File: src/common/sensor_consts.svh
// register addresses, field positions, reset values and counts of the motion sensor
// assumes: included by bare name from the design files
`ifndef SENSOR_CONSTS_SVH
`define SENSOR_CONSTS_SVH

// ==========================================
// register addresses (7-bit serial address)
`define ADDR_SENSOR_CONFIG 7'h00
`define ADDR_SENSOR_STATE 7'h01
`define ADDR_VERTICAL_MOTION 7'h02
`define ADDR_HORIZONTAL_MOTION 7'h03
`define ADDR_SURFACE_QUALITY 7'h04
`define ADDR_BRIGHTEST_SAMPLE 7'h05
`define ADDR_DARKEST_SAMPLE 7'h06
`define ADDR_BRIGHTNESS_TOTAL 7'h07
`define ADDR_IMAGE_SAMPLE_PORT 7'h08
`define ADDR_EXPOSURE_HIGH_BYTE 7'h09
`define ADDR_EXPOSURE_LOW_BYTE 7'h0a
`define ADDR_COMPLEMENT_PART_CODE 7'h11

// ==========================================
// field positions
`define PART_RESET_BIT 7
`define ANALOG_SHUTDOWN_BIT 6
`define STAY_AWAKE_BIT 0
`define FRAME_BEGIN_FLAG 7
`define DATA_VALID_FLAG 6

// ==========================================
// reset values and counts
`define DARKEST_RESET 6'h3f
`define SAMPLES_PER_FRAME 9'd324
`define FRAME_RATE_HZ 1500
`define SLEEP_TIME_S 1
`define SLEEP_FRAMES (`FRAME_RATE_HZ * `SLEEP_TIME_S)
`define SERIAL_BITS 4'd8

`endif

File: src/common/sensor_pkg.sv
// types shared by the motion sensor register block
// assumes: constants come from sensor_consts.svh
package sensor_pkg;

   // ==========================================
   // serial port sequencer states
   typedef enum logic [2:0] {
      PORT_ADDR = 3'b001,
      PORT_WDATA = 3'b010,
      PORT_RDATA = 3'b100
   } port_state_t;

   typedef logic [7:0] reg_byte_t;

endpackage

File: src/common/frame_stats_if.sv
// sample stream and per-frame statistics between register block and statistics unit
// assumes: one clock domain, mclk
`timescale 1ns/1ps
`default_nettype none

interface frame_stats_if;
   logic sample_valid;
   logic sample_first;
   logic sample_last;
   logic [5:0] sample_value;
   logic [8:0] feature_count;
   logic [8:0] cur_pos;
   logic frame_done;
   logic [5:0] brightest;
   logic [5:0] darkest;
   logic [7:0] total;
   logic [7:0] surface;

   modport source (output sample_valid, sample_first, sample_last, sample_value,
      feature_count, input cur_pos, frame_done, brightest, darkest, total, surface);
   modport stats (input sample_valid, sample_first, sample_last, sample_value,
      feature_count, output cur_pos, frame_done, brightest, darkest, total, surface);
endinterface

`default_nettype wire

File: src/verilog/motion_sensor_regs.sv
// register bank of the optical motion sensor behind its two-wire serial port
// assumes: sck and sdio come from the controller, unsynchronised; motion, sample and
// exposure inputs come from the image core on mclk
//
// Contract
// [RULE1] writing one to config top bit resets the part; zero does nothing
// [RULE2] config bit six set switches analog circuitry off
// [RULE3] without stay-awake, sleep after 1500 frames of no movement; else stay awake
// [RULE4] state register bit zero reads one awake, zero asleep
// [RULE5] state register bits seven to five hold fixed part code, four to one zero
// [RULE6] vertical motion accumulates signed Y movement and clears when read
// [RULE7] horizontal motion accumulates signed X movement and clears when read
// [RULE8] surface quality is upper eight bits of nine-bit feature count
// [RULE9] brightest sample holds frame maximum, top two bits zero
// [RULE10] darkest sample holds frame minimum, top two bits zero, resets to 0x3f
// [RULE11] brightness total is upper eight bits of fifteen-bit sample sum
// [RULE12] brightness total never exceeds 159
// [RULE13] image port: frame begin bit seven, valid bit six, sample in five to zero
// [RULE14] any image port write restarts grabber at sample one with frame begin
// [RULE15] each further image port read of a held sample advances the sample index
// [RULE16] grabber captures at most one sample per frame
// [RULE17] valid flag set only while grabber holds a sample
// [RULE18] after sample 324 the index wraps to sample one
// [RULE19] any image port access arms grabber; sample held until read
// [RULE20] controller sets stay-awake, writes port, collects 324 valid reads
// [RULE21] registers reached only through the serial port
// [RULE22] unassigned addresses ignore writes and read zero
// [RULE23] part reset bit clears itself after the reset
// [RULE24] reserved config bits ignored on write, read zero
// [RULE25] reading port without held sample gives valid clear, index unchanged
`timescale 1ns/1ps
`default_nettype none
`include "sensor_consts.svh"

module motion_sensor_regs
   import sensor_pkg::*;
#(
   parameter logic [2:0] PART_CODE = 3'h5 // arbitrary value
)(
   input wire logic mclk,
   input wire logic reset,
   input wire logic sck,
   input wire logic sdio_in,
   output logic sdio_out,
   output logic sdio_oe_n,
   output logic analog_shutdown,
   output logic awake,
   input wire logic motion_valid,
   input wire logic [7:0] motion_dx,
   input wire logic [7:0] motion_dy,
   input wire logic sample_valid,
   input wire logic sample_first,
   input wire logic sample_last,
   input wire logic [5:0] sample_value,
   input wire logic [8:0] feature_count,
   input wire logic [15:0] exposure
);
   frame_stats_if st ();

   logic sck_s1, sck_s2, sck_s3;
   logic sdio_s1, sdio_s2;
   logic sck_rise, sck_fall;
   port_state_t state_q;
   logic [3:0] cnt_q;
   logic [7:0] shift_q;
   logic [6:0] addr_q;
   reg_byte_t wdata_q;
   logic rd_stb_q, wr_stb_q;
   reg_byte_t tx_q;
   logic drive_q;
   reg_byte_t rd_mux;
   logic soft_rst_q;
   logic core_rst;
   logic shutdown_q, stay_q;
   logic [7:0] dy_q, dx_q;
   logic rd_vert, rd_horz;
   logic awake_q;
   logic [10:0] idle_q;
   logic [8:0] index_q;
   logic armed_q, seen_q, held_q;
   logic [5:0] grab_q;
   logic grab_wr, grab_rd, grab_hit;
   reg_byte_t grab_byte;

   // ==========================================
   // helpers
   function automatic logic [7:0] sat_add(input logic [7:0] a, input logic [7:0] b);
      logic [8:0] s;
      s = {a[7], a} + {b[7], b};
      if (s[8] != s[7])
         sat_add = s[8] ? 8'h80 : 8'h7f;
      else
         sat_add = s[7:0];
   endfunction

   function automatic logic access_to(input logic stb, input logic [6:0] a,
      input logic [6:0] target);
      access_to = stb && (a == target);
   endfunction

   // ==========================================
   // pin synchronisers, edges found from the second and third stage; sck stages reset high
   always_ff @(posedge mclk) begin
      if (reset) begin
         sck_s1 <= 1'b1; // idle level of sck, so no false rise follows reset
         sck_s2 <= 1'b1;
         sck_s3 <= 1'b1;
         sdio_s1 <= 1'b0;
         sdio_s2 <= 1'b0;
      end else begin
         sck_s1 <= sck;
         sck_s2 <= sck_s1;
         sck_s3 <= sck_s2;
         sdio_s1 <= sdio_in;
         sdio_s2 <= sdio_s1;
      end
   end

   assign sck_rise = sck_s2 & ~sck_s3;
   assign sck_fall = ~sck_s2 & sck_s3;

   // ==========================================
   // serial sequencer: direction bit and address, then eight data bits
   always_ff @(posedge mclk) begin
      if (reset) begin
         state_q <= PORT_ADDR;
         cnt_q <= 4'h0;
         shift_q <= 8'h0;
         addr_q <= 7'h0;
         wdata_q <= 8'h0;
         rd_stb_q <= 1'b0;
         wr_stb_q <= 1'b0;
      end else begin
         rd_stb_q <= 1'b0;
         wr_stb_q <= 1'b0;
         case (state_q)
            PORT_ADDR: begin
               if (sck_rise) begin
                  shift_q <= {shift_q[6:0], sdio_s2};
                  cnt_q <= cnt_q + 4'h1;
                  if (cnt_q == `SERIAL_BITS - 4'h1) begin
                     addr_q <= {shift_q[5:0], sdio_s2};
                     cnt_q <= 4'h0;
                     if (shift_q[6]) begin
                        state_q <= PORT_WDATA;
                     end else begin
                        rd_stb_q <= 1'b1; // RULE21
                        state_q <= PORT_RDATA;
                     end
                  end
               end
            end
            PORT_WDATA: begin
               if (sck_rise) begin
                  shift_q <= {shift_q[6:0], sdio_s2};
                  cnt_q <= cnt_q + 4'h1;
                  if (cnt_q == `SERIAL_BITS - 4'h1) begin
                     wdata_q <= {shift_q[6:0], sdio_s2};
                     wr_stb_q <= 1'b1; // RULE21
                     cnt_q <= 4'h0;
                     state_q <= PORT_ADDR;
                  end
               end
            end
            PORT_RDATA: begin
               if (sck_rise) begin
                  cnt_q <= cnt_q + 4'h1;
               end else if (sck_fall && cnt_q == `SERIAL_BITS) begin
                  cnt_q <= 4'h0;
                  state_q <= PORT_ADDR;
               end
            end
            default: begin
               state_q <= PORT_ADDR;
            end
         endcase
      end
   end

   // ==========================================
   // read shifter: drives data from the strobe, shifts on falls, lets go after last
   always_ff @(posedge mclk) begin
      if (reset) begin
         tx_q <= 8'h0;
         drive_q <= 1'b0;
      end else if (rd_stb_q) begin
         tx_q <= rd_mux;
         drive_q <= 1'b1;
      end else if (state_q == PORT_RDATA && sck_fall) begin
         if (cnt_q == `SERIAL_BITS)
            drive_q <= 1'b0;
         else if (cnt_q != 4'h0)
            tx_q <= {tx_q[6:0], 1'b0};
      end
   end

   assign sdio_out = tx_q[7];
   assign sdio_oe_n = ~drive_q;

   // ==========================================
   // read multiplexer
   always_comb begin
      case (addr_q)
         `ADDR_SENSOR_CONFIG: rd_mux = {1'b0, shutdown_q, 5'h0, stay_q}; // RULE23 RULE24
         `ADDR_SENSOR_STATE: rd_mux = {PART_CODE, 4'h0, awake_q}; // RULE4 RULE5
         `ADDR_VERTICAL_MOTION: rd_mux = dy_q;
         `ADDR_HORIZONTAL_MOTION: rd_mux = dx_q;
         `ADDR_SURFACE_QUALITY: rd_mux = st.surface; // RULE8
         `ADDR_BRIGHTEST_SAMPLE: rd_mux = {2'h0, st.brightest}; // RULE9
         `ADDR_DARKEST_SAMPLE: rd_mux = {2'h0, st.darkest}; // RULE10
         `ADDR_BRIGHTNESS_TOTAL: rd_mux = st.total; // RULE11
         `ADDR_IMAGE_SAMPLE_PORT: rd_mux = grab_byte; // RULE13
         `ADDR_EXPOSURE_HIGH_BYTE: rd_mux = exposure[15:8];
         `ADDR_EXPOSURE_LOW_BYTE: rd_mux = exposure[7:0];
         `ADDR_COMPLEMENT_PART_CODE: rd_mux = {4'h0, ~{1'b0, PART_CODE}};
         default: rd_mux = 8'h00; // RULE22
      endcase
   end

   // ==========================================
   // configuration; survives the part reset it triggers, reset bit never stored
   always_ff @(posedge mclk) begin
      if (reset) begin
         shutdown_q <= 1'b0;
         stay_q <= 1'b0;
         soft_rst_q <= 1'b0;
      end else begin
         soft_rst_q <= access_to(wr_stb_q, addr_q, `ADDR_SENSOR_CONFIG)
            && wdata_q[`PART_RESET_BIT]; // RULE1 RULE23
         if (access_to(wr_stb_q, addr_q, `ADDR_SENSOR_CONFIG)) begin
            shutdown_q <= wdata_q[`ANALOG_SHUTDOWN_BIT]; // RULE2
            stay_q <= wdata_q[`STAY_AWAKE_BIT];
         end
      end
   end

   assign core_rst = reset | soft_rst_q; // RULE1
   assign analog_shutdown = shutdown_q; // RULE2

   // ==========================================
   // motion accumulators; movement in the clearing cycle is kept
   assign rd_vert = access_to(rd_stb_q, addr_q, `ADDR_VERTICAL_MOTION);
   assign rd_horz = access_to(rd_stb_q, addr_q, `ADDR_HORIZONTAL_MOTION);

   always_ff @(posedge mclk) begin
      if (core_rst) begin
         dy_q <= 8'h0;
         dx_q <= 8'h0;
      end else begin
         if (motion_valid)
            dy_q <= sat_add(rd_vert ? 8'h0 : dy_q, motion_dy); // RULE6
         else if (rd_vert)
            dy_q <= 8'h0; // RULE6
         if (motion_valid)
            dx_q <= sat_add(rd_horz ? 8'h0 : dx_q, motion_dx); // RULE7
         else if (rd_horz)
            dx_q <= 8'h0; // RULE7
      end
   end

   // ==========================================
   // sleep timer counted in frames
   always_ff @(posedge mclk) begin
      if (core_rst) begin
         awake_q <= 1'b1;
         idle_q <= 11'h0;
      end else if (stay_q || (motion_valid && (motion_dx != 8'h0 || motion_dy != 8'h0))) begin
         awake_q <= 1'b1; // RULE3
         idle_q <= 11'h0;
      end else if (st.frame_done && awake_q) begin
         idle_q <= idle_q + 11'h1;
         if (idle_q == 11'(`SLEEP_FRAMES - 1))
            awake_q <= 1'b0; // RULE3
      end
   end

   assign awake = awake_q;

   // ==========================================
   // frame grabber
   assign st.sample_valid = sample_valid;
   assign st.sample_first = sample_first;
   assign st.sample_last = sample_last;
   assign st.sample_value = sample_value;
   assign st.feature_count = feature_count;

   frame_stats u_stats (
      .mclk(mclk),
      .core_rst(core_rst),
      .st(st)
   );

   assign grab_wr = access_to(wr_stb_q, addr_q, `ADDR_IMAGE_SAMPLE_PORT);
   assign grab_rd = access_to(rd_stb_q, addr_q, `ADDR_IMAGE_SAMPLE_PORT);
   assign grab_hit = armed_q && sample_valid && (seen_q || sample_first)
      && st.cur_pos == index_q;

   always_ff @(posedge mclk) begin
      if (core_rst) begin
         index_q <= 9'd1;
         armed_q <= 1'b0;
         seen_q <= 1'b0;
         held_q <= 1'b0;
         grab_q <= 6'h0;
      end else if (grab_wr) begin
         index_q <= 9'd1; // RULE14
         held_q <= 1'b0;
         armed_q <= 1'b1; // RULE19
         seen_q <= 1'b0;
      end else if (grab_rd && held_q) begin
         armed_q <= 1'b1; // RULE19
         held_q <= 1'b0;
         seen_q <= 1'b0;
         index_q <= (index_q == `SAMPLES_PER_FRAME) ? 9'd1 : 9'(index_q + 9'd1); // RULE15 RULE18
      end else if (grab_hit) begin
         // a capture in the cycle of an empty read still lands: the set wins
         grab_q <= sample_value; // RULE16
         held_q <= 1'b1; // RULE17
         armed_q <= 1'b0; // RULE16
      end else if (grab_rd) begin
         armed_q <= 1'b1; // RULE19
         if (!armed_q)
            seen_q <= 1'b0; // RULE25
      end else if (armed_q && sample_valid && sample_first) begin
         seen_q <= 1'b1;
      end
   end

   assign grab_byte = {held_q && index_q == 9'd1, held_q, held_q ? grab_q : 6'h0}; // RULE13 RULE17
endmodule // motion_sensor_regs

`default_nettype wire

File: src/verilog/frame_stats.sv
// per-frame brightest, darkest, total and surface quality figures
// assumes: sample stream on mclk, first and last flags mark frame bounds
`timescale 1ns/1ps
`default_nettype none
`include "sensor_consts.svh"

module frame_stats
   import sensor_pkg::*;
(
   input wire logic mclk,
   input wire logic core_rst,
   frame_stats_if.stats st
);
   logic [5:0] run_max_q;
   logic [5:0] run_min_q;
   logic [14:0] run_sum_q;
   logic [8:0] pos_q;
   logic [5:0] bright_q;
   logic [5:0] dark_q;
   logic [7:0] total_q;
   logic [7:0] surface_q;
   logic done_q;
   logic [5:0] mx;
   logic [5:0] mn;
   logic [14:0] sm;

   // ==========================================
   // running figures, first sample restarts them
   always_comb begin
      mx = st.sample_first ? st.sample_value :
         (st.sample_value > run_max_q ? st.sample_value : run_max_q);
      mn = st.sample_first ? st.sample_value :
         (st.sample_value < run_min_q ? st.sample_value : run_min_q);
      sm = (st.sample_first ? 15'h0 : run_sum_q) + {9'h0, st.sample_value};
   end

   assign st.cur_pos = st.sample_first ? 9'd1 : 9'(pos_q + 9'd1);

   always_ff @(posedge mclk) begin
      if (core_rst) begin
         run_max_q <= 6'h0;
         run_min_q <= `DARKEST_RESET;
         run_sum_q <= 15'h0;
         pos_q <= 9'h0;
      end else if (st.sample_valid) begin
         run_max_q <= mx;
         run_min_q <= mn;
         run_sum_q <= sm;
         pos_q <= st.cur_pos;
      end
   end

   // ==========================================
   // frame results latched on the last sample
   always_ff @(posedge mclk) begin
      if (core_rst) begin
         bright_q <= 6'h0;
         dark_q <= `DARKEST_RESET; // RULE10
         total_q <= 8'h0;
         surface_q <= 8'h0;
         done_q <= 1'b0;
      end else begin
         done_q <= st.sample_valid & st.sample_last;
         if (st.sample_valid && st.sample_last) begin
            bright_q <= mx; // RULE9
            dark_q <= mn; // RULE10
            total_q <= sm[14:7]; // RULE11
            surface_q <= st.feature_count[8:1]; // RULE8
         end
      end
   end

   assign st.brightest = bright_q;
   assign st.darkest = dark_q;
   assign st.total = total_q;
   assign st.surface = surface_q;
   assign st.frame_done = done_q;
endmodule // frame_stats

`default_nettype wire

File: config.mk
export PLATFORM = sky130hd
export DESIGN_NAME = motion_sensor_regs
export DESIGN_NICKNAME = d
export VERILOG_FILES = /design/src/common/sensor_pkg.sv /design/src/common/frame_stats_if.sv /design/src/verilog/motion_sensor_regs.sv /design/src/verilog/frame_stats.sv
export VERILOG_INCLUDE_DIRS = /design/src /design/src/common
export SDC_FILE = /design/constraint.sdc
export NUM_CORES = 1
export LEC_CHECK = 0
export BUFFER_PORTS_ARGS = -buffer_cell sky130_fd_sc_hd__buf_4
export CORE_ASPECT_RATIO = 0.8
export CORE_MARGIN = 1.5
export CORE_UTILIZATION = 55
export CTS_CLUSTER_DIAMETER = 120
export DETAILED_ROUTE_END_ITERATION = 6
export PLACE_DENSITY_LB_ADDON = 0.25
export SKIP_CTS_REPAIR_TIMING = 1
export SYNTH_ARGS = -nofsm -noshare
export SYNTH_HDL_FRONTEND = slang
export SYNTH_SLANG_ARGS = --single-unit
File: constraint.sdc
create_clock -name mclk -period 5.06 [get_ports mclk]
set_input_delay 0.506 -clock mclk [delete_from_list [all_inputs] [get_ports mclk]]
set_output_delay 0.506 -clock mclk [all_outputs]
set_load 0.03 [all_outputs]
-- Yosys cells after proc, flatten, opt, wreduce, memory -nomap -nowiden
Index checks and enable logic that the tools add are counted.
- bits in registers: 159
- bits in latches: 0
- bits in writable memories: 0
- ROM bits: 0
- bits of input ports: 55
- word-level logic and storage cells: 182
- memories kept: 0
- add/sub/neg operators: 7
- multiply operators: 0
- divide/modulo/power cells: 0
- order comparisons: 2
- eq/ne operators: 32
- shift-type cells: 0
- mux-type cells: 46
- bitwise operators: 14
- reductions and logical operators: 46
- operators with widths (cell ; count):
    8-bit 2-to-1 mux ; 12
    8-bit case mux with 12 select lines ; 1
    6-bit 2-to-1 mux ; 5
    7-bit by 3-bit equality test with 1-bit output, second input constant ; 4
    7-bit by 4-bit equality test with 1-bit output, second input constant ; 3
    3-bit 2-to-1 mux ; 7
    8-bit by 8-bit adder with 9-bit output ; 2
    9-bit by 1-bit adder with 9-bit output, second input constant ; 2
    9-bit 2-to-1 mux ; 2
    3-bit AND reduction ; 6
    1-bit logical AND ; 17
    4-bit 2-to-1 mux ; 4
    2-bit != test, second input constant ; 8
    8-bit nonzero test ; 2
    15-bit by 6-bit adder with 15-bit output ; 1
    15-bit 2-to-1 mux ; 1
    7-bit by 2-bit equality test with 1-bit output, second input constant ; 2
    1-bit 2-to-1 mux ; 12
    11-bit by 1-bit adder with 11-bit output, second input constant ; 1
    11-bit equality test, second input constant ; 1
    1-bit NOT ; 10
    2-bit nonzero test ; 5
    9-bit by 1-bit equality test with 1-bit output, second input constant ; 1
    9-bit equality test ; 1
    26 further kinds ; 37

-- Logic depth before layout (Yosys ltp)
- depth in word-level cells: 7
- mapped depth: 16
- gate-level depth less buffers: 14

-- By module
From an unflattened synthesis, not the netlist that was laid out.
- cells, all modules: 1121
- area total of the unflattened synthesis: 9258.9 sq um
- by module, submodules not included (module ; instances ; cells each ; area each (sq um) ; sequential area each (sq um)):
    motion_sensor_regs ; 1 ; 659 ; 5474.0 ; 1781.7
    frame_stats ; 1 ; 462 ; 3784.9 ; 1301.2

-- Worst setup path after synthesis
OpenSTA, ideal clock, no wires.
- path type: input to register
- from: input sample_first
- to: register u_stats.total_q[7] (netlist: u_stats.st.total[7])
- setup time: 0.086 ns
- arrival: 3.366 ns
- setup slack: 1.609 ns
- stages on the path: 15
- cells stage by stage: clkbuf_1 clkbuf_1 clkbuf_1 clkbuf_1 nor2b_1 ha_1 inv_1 fa_1 nor2b_1 o21a_1 o21a_1 o21ai_0 a211oi_1 xnor2_1 a211oi_1
- cells in the longest elaborated chain, start to end: 2
- RTL lines (element ; line ; RTL):
    start: declaration ; motion_sensor_regs.sv:52 ; input wire logic sample_first,
    15-bit 2-to-1 mux ; frame_stats.sv:34 ; sm = (st.sample_first ? 15'h0 : run_sum_q) + {9'h0, st.sample_value};
    15-bit by 6-bit adder with 15-bit output ; frame_stats.sv:34 ;
    end signal: assignment ; frame_stats.sv:67 ; total_q <= sm[14:7];
    end: declaration ; frame_stats.sv:20 ; logic [7:0] total_q;
No other way between the ends.
A chain may end at the register's enable or synchronous reset.

-- Worst setup path in the final report
- from: register addr_q[2]
- to: register dy_q[4]
- cells in the longest elaborated chain, start to end: 7
- elaborated cells on any way between the ends: 8
- RTL lines (element ; line ; RTL):
    start: declaration ; motion_sensor_regs.sv:66 ; logic [6:0] addr_q;
    start signal: assignment ; motion_sensor_regs.sv:142 ; addr_q <= {shift_q[5:0], sdio_s2};
    7-bit by 2-bit equality test with 1-bit output (*) ; motion_sensor_regs.sv:98 ; access_to = stb && (a == target);
    1-bit logical AND (*) ; motion_sensor_regs.sv:98 ;
    8-bit 2-to-1 mux (*) ; n/a ;
    8-bit by 8-bit adder with 9-bit output ; motion_sensor_regs.sv:89 ; s = {a[7], a} + {b[7], b};
    8-bit 2-to-1 mux / 1-bit != test (equally long branches) ; motion_sensor_regs.sv:91, motion_sensor_regs.sv:90 ;
    8-bit 2-to-1 mux ; motion_sensor_regs.sv:90 ; if (s[8] != s[7])
    8-bit 2-to-1 mux (*) ; motion_sensor_regs.sv:250 ; if (motion_valid)
    end signal: assignment ; motion_sensor_regs.sv:251 ; dy_q <= sat_add(rd_vert ? 8'h0 : dy_q, motion_dy);
    end: declaration ; motion_sensor_regs.sv:75 ; logic [7:0] dy_q, dx_q;
Mark *: on every way between the ends. The rest lies on a longest branch, timed or not.

==> impl_results.md <==
- CP dominant cell by count: and2_1
- Worst endpoint required time: between 5 and 6 ns
- EDFF count, synth: 0
- Routed Antenna Nets: 0
- Reg2reg start: addr_q[2]
- Startpoint class of the critical path: flop
- Worst Tran Pin Value: 0.980 ns
- Post-synthesis cell area: a little under 9000 sq um
- Final Slew Violations: 0
- Inserted Clock Buffers: 17
- Design area: between 9000 and 10000 sq um
- Peak Freq: ~250 MHz
- Most common cell after layout, fill and taps aside: dfxtp_1
- Clock-pin transition on the worst setup and hold timing paths: approximately 0.070 ns
- Final core utilization: roughly 63%
- Maxcap violations: 0
- Combinational power share: around 14%
- Status: finished, final reports clean
- Net Switching: between 0.8 and 0.9 mW
- Die Y: around 120 um
- Critical-path cell list: nor4_2 > buf_4 > and2_1 > nand3_1 > and2_1 > ha_1 > inv_1 > fa_1 > nor2b_1 > o21a_1 > o21ai_0 > a311oi_1 > a21oi_1 > a21boi_0 > nor3_1
- Pwr Total: around 3 mW
- Library cells used by synthesis: 74
- Setup violators final: 0
- Total Routing Usage GR: 27.2%
- DR iter-0 viols: 748
- Post-layout net count: approximately 1200
- DR vias: slightly below 8000
- Peak VDD IR: 261 uV
- DRT Pass-1 Iters: 6
- Clock Tree Root: clkbuf_16
- Slew HR: between 30% and 40%
- Drc violations: 0
- Slowest CP cell: a21oi_1
- RSZ-0062 raised after global routing: false
- FFs w/ async S/R, synth: 0%
- Io pins: 59
- H-Tree Depth: 4
- Wire length of the first global-routing pass: approximately 36 mm
- LEAKAGE: about 3.9 nW
- Syn-to-layout area delta: 12.6%
- Period minus WS final: slightly above 4 ns
- Hold_sp: sck
- Final wirelength: approximately 22 mm
- TritonCTS clock tree: done
- Share of cells above drive strength 1: 10.7%
- Setup TNS: 0 ns
- Site Rows: between 40 and 50
- Final worst-path cycle share: about four fifths
- Clk_skew: ~0.0081 ns
- Critical path peak fanout: 13
- Synthesis-stage register bit count: between 150 and 200
- Sw Ratio: 28.3%
- CP Capture Type: flop
- Vias in the first global route: approximately 7000
- Clock share of power: 42.2%
- Worst setup path category: reg -> reg
- Max Root-Sink Buffers: 2
- Pre-CTS setup slack: roughly 1.1 ns
- Worst-skew pair later-pin latency: 0.43 ns
- Antenna diodes: 0
- Synth Net Count: around 1200
- Fin Hold WS: about 0.26 ns
- Via density: between 5 and 6
- Final hold viol count: 0
- Largest net degree at the start of global routing: 44
- CP startpoint: addr_q[2]
- Hpwl dp: 15.6 mm
- DR WL/cell: approximately 16 um
- Total core area: approximately 16000 sq um
- RePlAce Congestion: about 0.91
- WP data arrival: 4.34 ns
- Synth Instances: 1094
- Die area: 16900 sq um
- Die width: 145 um
- Number of cells after detailed placement: ~1300
- TritonCTS sink count: around 150
- GR Overflow Total: 0
- Int Power: 2.14 mW
- Flop pwr share: 43.4%
- Initial antenna violation count: 0
- Placed Area: 9400 sq um
- Layout fillers: between 1000 and 1500
- Most frequent cells in the layout: 154 x dfxtp_1, 120 x nor2_1, 103 x nand2_1
- Port bufs: 57
- Synth Warn #: 0
- Hold Crit Class: in -> reg
- CP bufs+invs: 2
- Dominant synthesized flop cell: dfxtp_1
- Non-Filler Instances: around 1300
- Average size of a mapped cell: a little over 8 sq um
- Top delay family on crit path: simple AND/OR/NAND/NOR gates
- Sequential area share after synthesis: 34.8%
- Max stage delay on crit path: around 0.49 ns
- Pwr per Cell Area: about 300 nW/um^2
- Initial cell density of the core: between 50% and 60%
- Setup slack after layout: a little under 1 ns
[routing by layer]
| metal | vias up | track usage, % | share of wire (%) |
|---|---|---|---|
| li1 | 3964 | - | - |
| met5 | - | 0 | 0 |
| met1 | 3640 | 39.5 | 49 |
| met4 | 0 | 8.08 | 1.5 |
| met3 | 28 | 5.54 | 6.9 |
| met2 | 254 | 40.7 | 43 |
[logic make-up after synthesis]
logic type                 synth area share [%]
and+or+nand+nor                            23.3
AOI/OAI and AO/OA                          20.7
DFF                                        34.8
buffers and inverters                      4.41
muxes                                      5.93
xor gates and xnor gates                   4.51
adders and majority gates                  6.33
[cells in the mapped netlist (all sizes together) (8+ instances only)]
cell type,n,area [sq um]
a211oi,24,180
a21o,9,67.6
a21oi,78,394
a22oi,13,97.6
and2,23,144
and3,8,50.1
buf,17,78.8
clkbuf,40,150
dfxtp,154,3080
ha,40,500
inv,43,161
mux2i,48,480
nand2,103,387
nand2b,17,106
nand3,35,175
nand3b,8,60.1
nand4,12,81.3
nor2,121,454
nor2b,27,169
nor3,23,115
nor4,15,100
o211ai,11,82.6
o21a,13,97.6
o21ai,66,334
o22ai,8,50.1
xnor2,21,184
xor2,22,193
[worst register-to-register path, stage by stage, from the launching register on]
cell and delay, ns:
dfxtp_1 0.41, nor4_2 0.29, buf_4 0.17, and2_1 0.44, nand3_1 0.35, and2_1 0.27
ha_1 0.20, inv_1 0.07, fa_1 0.20, nor2b_1 0.06, o21a_1 0.17, o21ai_0 0.31
a311oi_1 0.15, a21oi_1 0.49, a21boi_0 0.25, nor3_1 0.08
[final cells by class]
| cell class | instances | area [sq um] | share of cell area, % |
|---|---|---|---|
| clock buffer | 17 | 425 | 4.26 |
| clock inverter | 15 | 154 | 1.54 |
| inverter | 43 | 161 | 1.62 |
| multi-input combinational | 840 | 5390 | 54.1 |
| sequential | 154 | 3080 | 30.9 |
| tap | 215 | 269 | 2.70 |
| timing repair buffer | 65 | 488 | 4.89 |
[sequential cells by signal, indices dropped and copies added, names as in the netlist, 4 cells and up]
register and cells:
addr_q 7, cnt_q 4, dx_q 8, dy_q 8, grab_q 6, idle_q 11, index_q 9, shift_q 7
tx_q 8, u_stats.pos_q 9, u_stats.run_max_q 6, u_stats.run_min_q 6, u_stats.run_sum_q 15, u_stats.st.brightest 6, u_stats.st.darkest 6, u_stats.st.surface 8
u_stats.st.total 8
[power by group through the flow]
stage	clock [mW]	combinational (mW)	sequential, mW
2_1_floorplan	0	0.317	1.30
3_3_place_gp	0	0.418	1.32
3_5_place_dp	0	0.423	1.32
4_1_cts	1.28	0.428	1.29
5_1_grt	1.33	0.488	1.30
6_report	1.26	0.430	1.30
[worst paths after layout]
kind | slack [ns] | end | depth (start not counted)
max | 0.99 | dy_q[4] | 15
min | 0.26 | sck_s1 | 2
max reg2reg | 0.99 | dy_q[4] | 15
min reg2reg | 0.41 | sck_s2 | 1
Note: power is estimated with default switching activity, not from simulation.
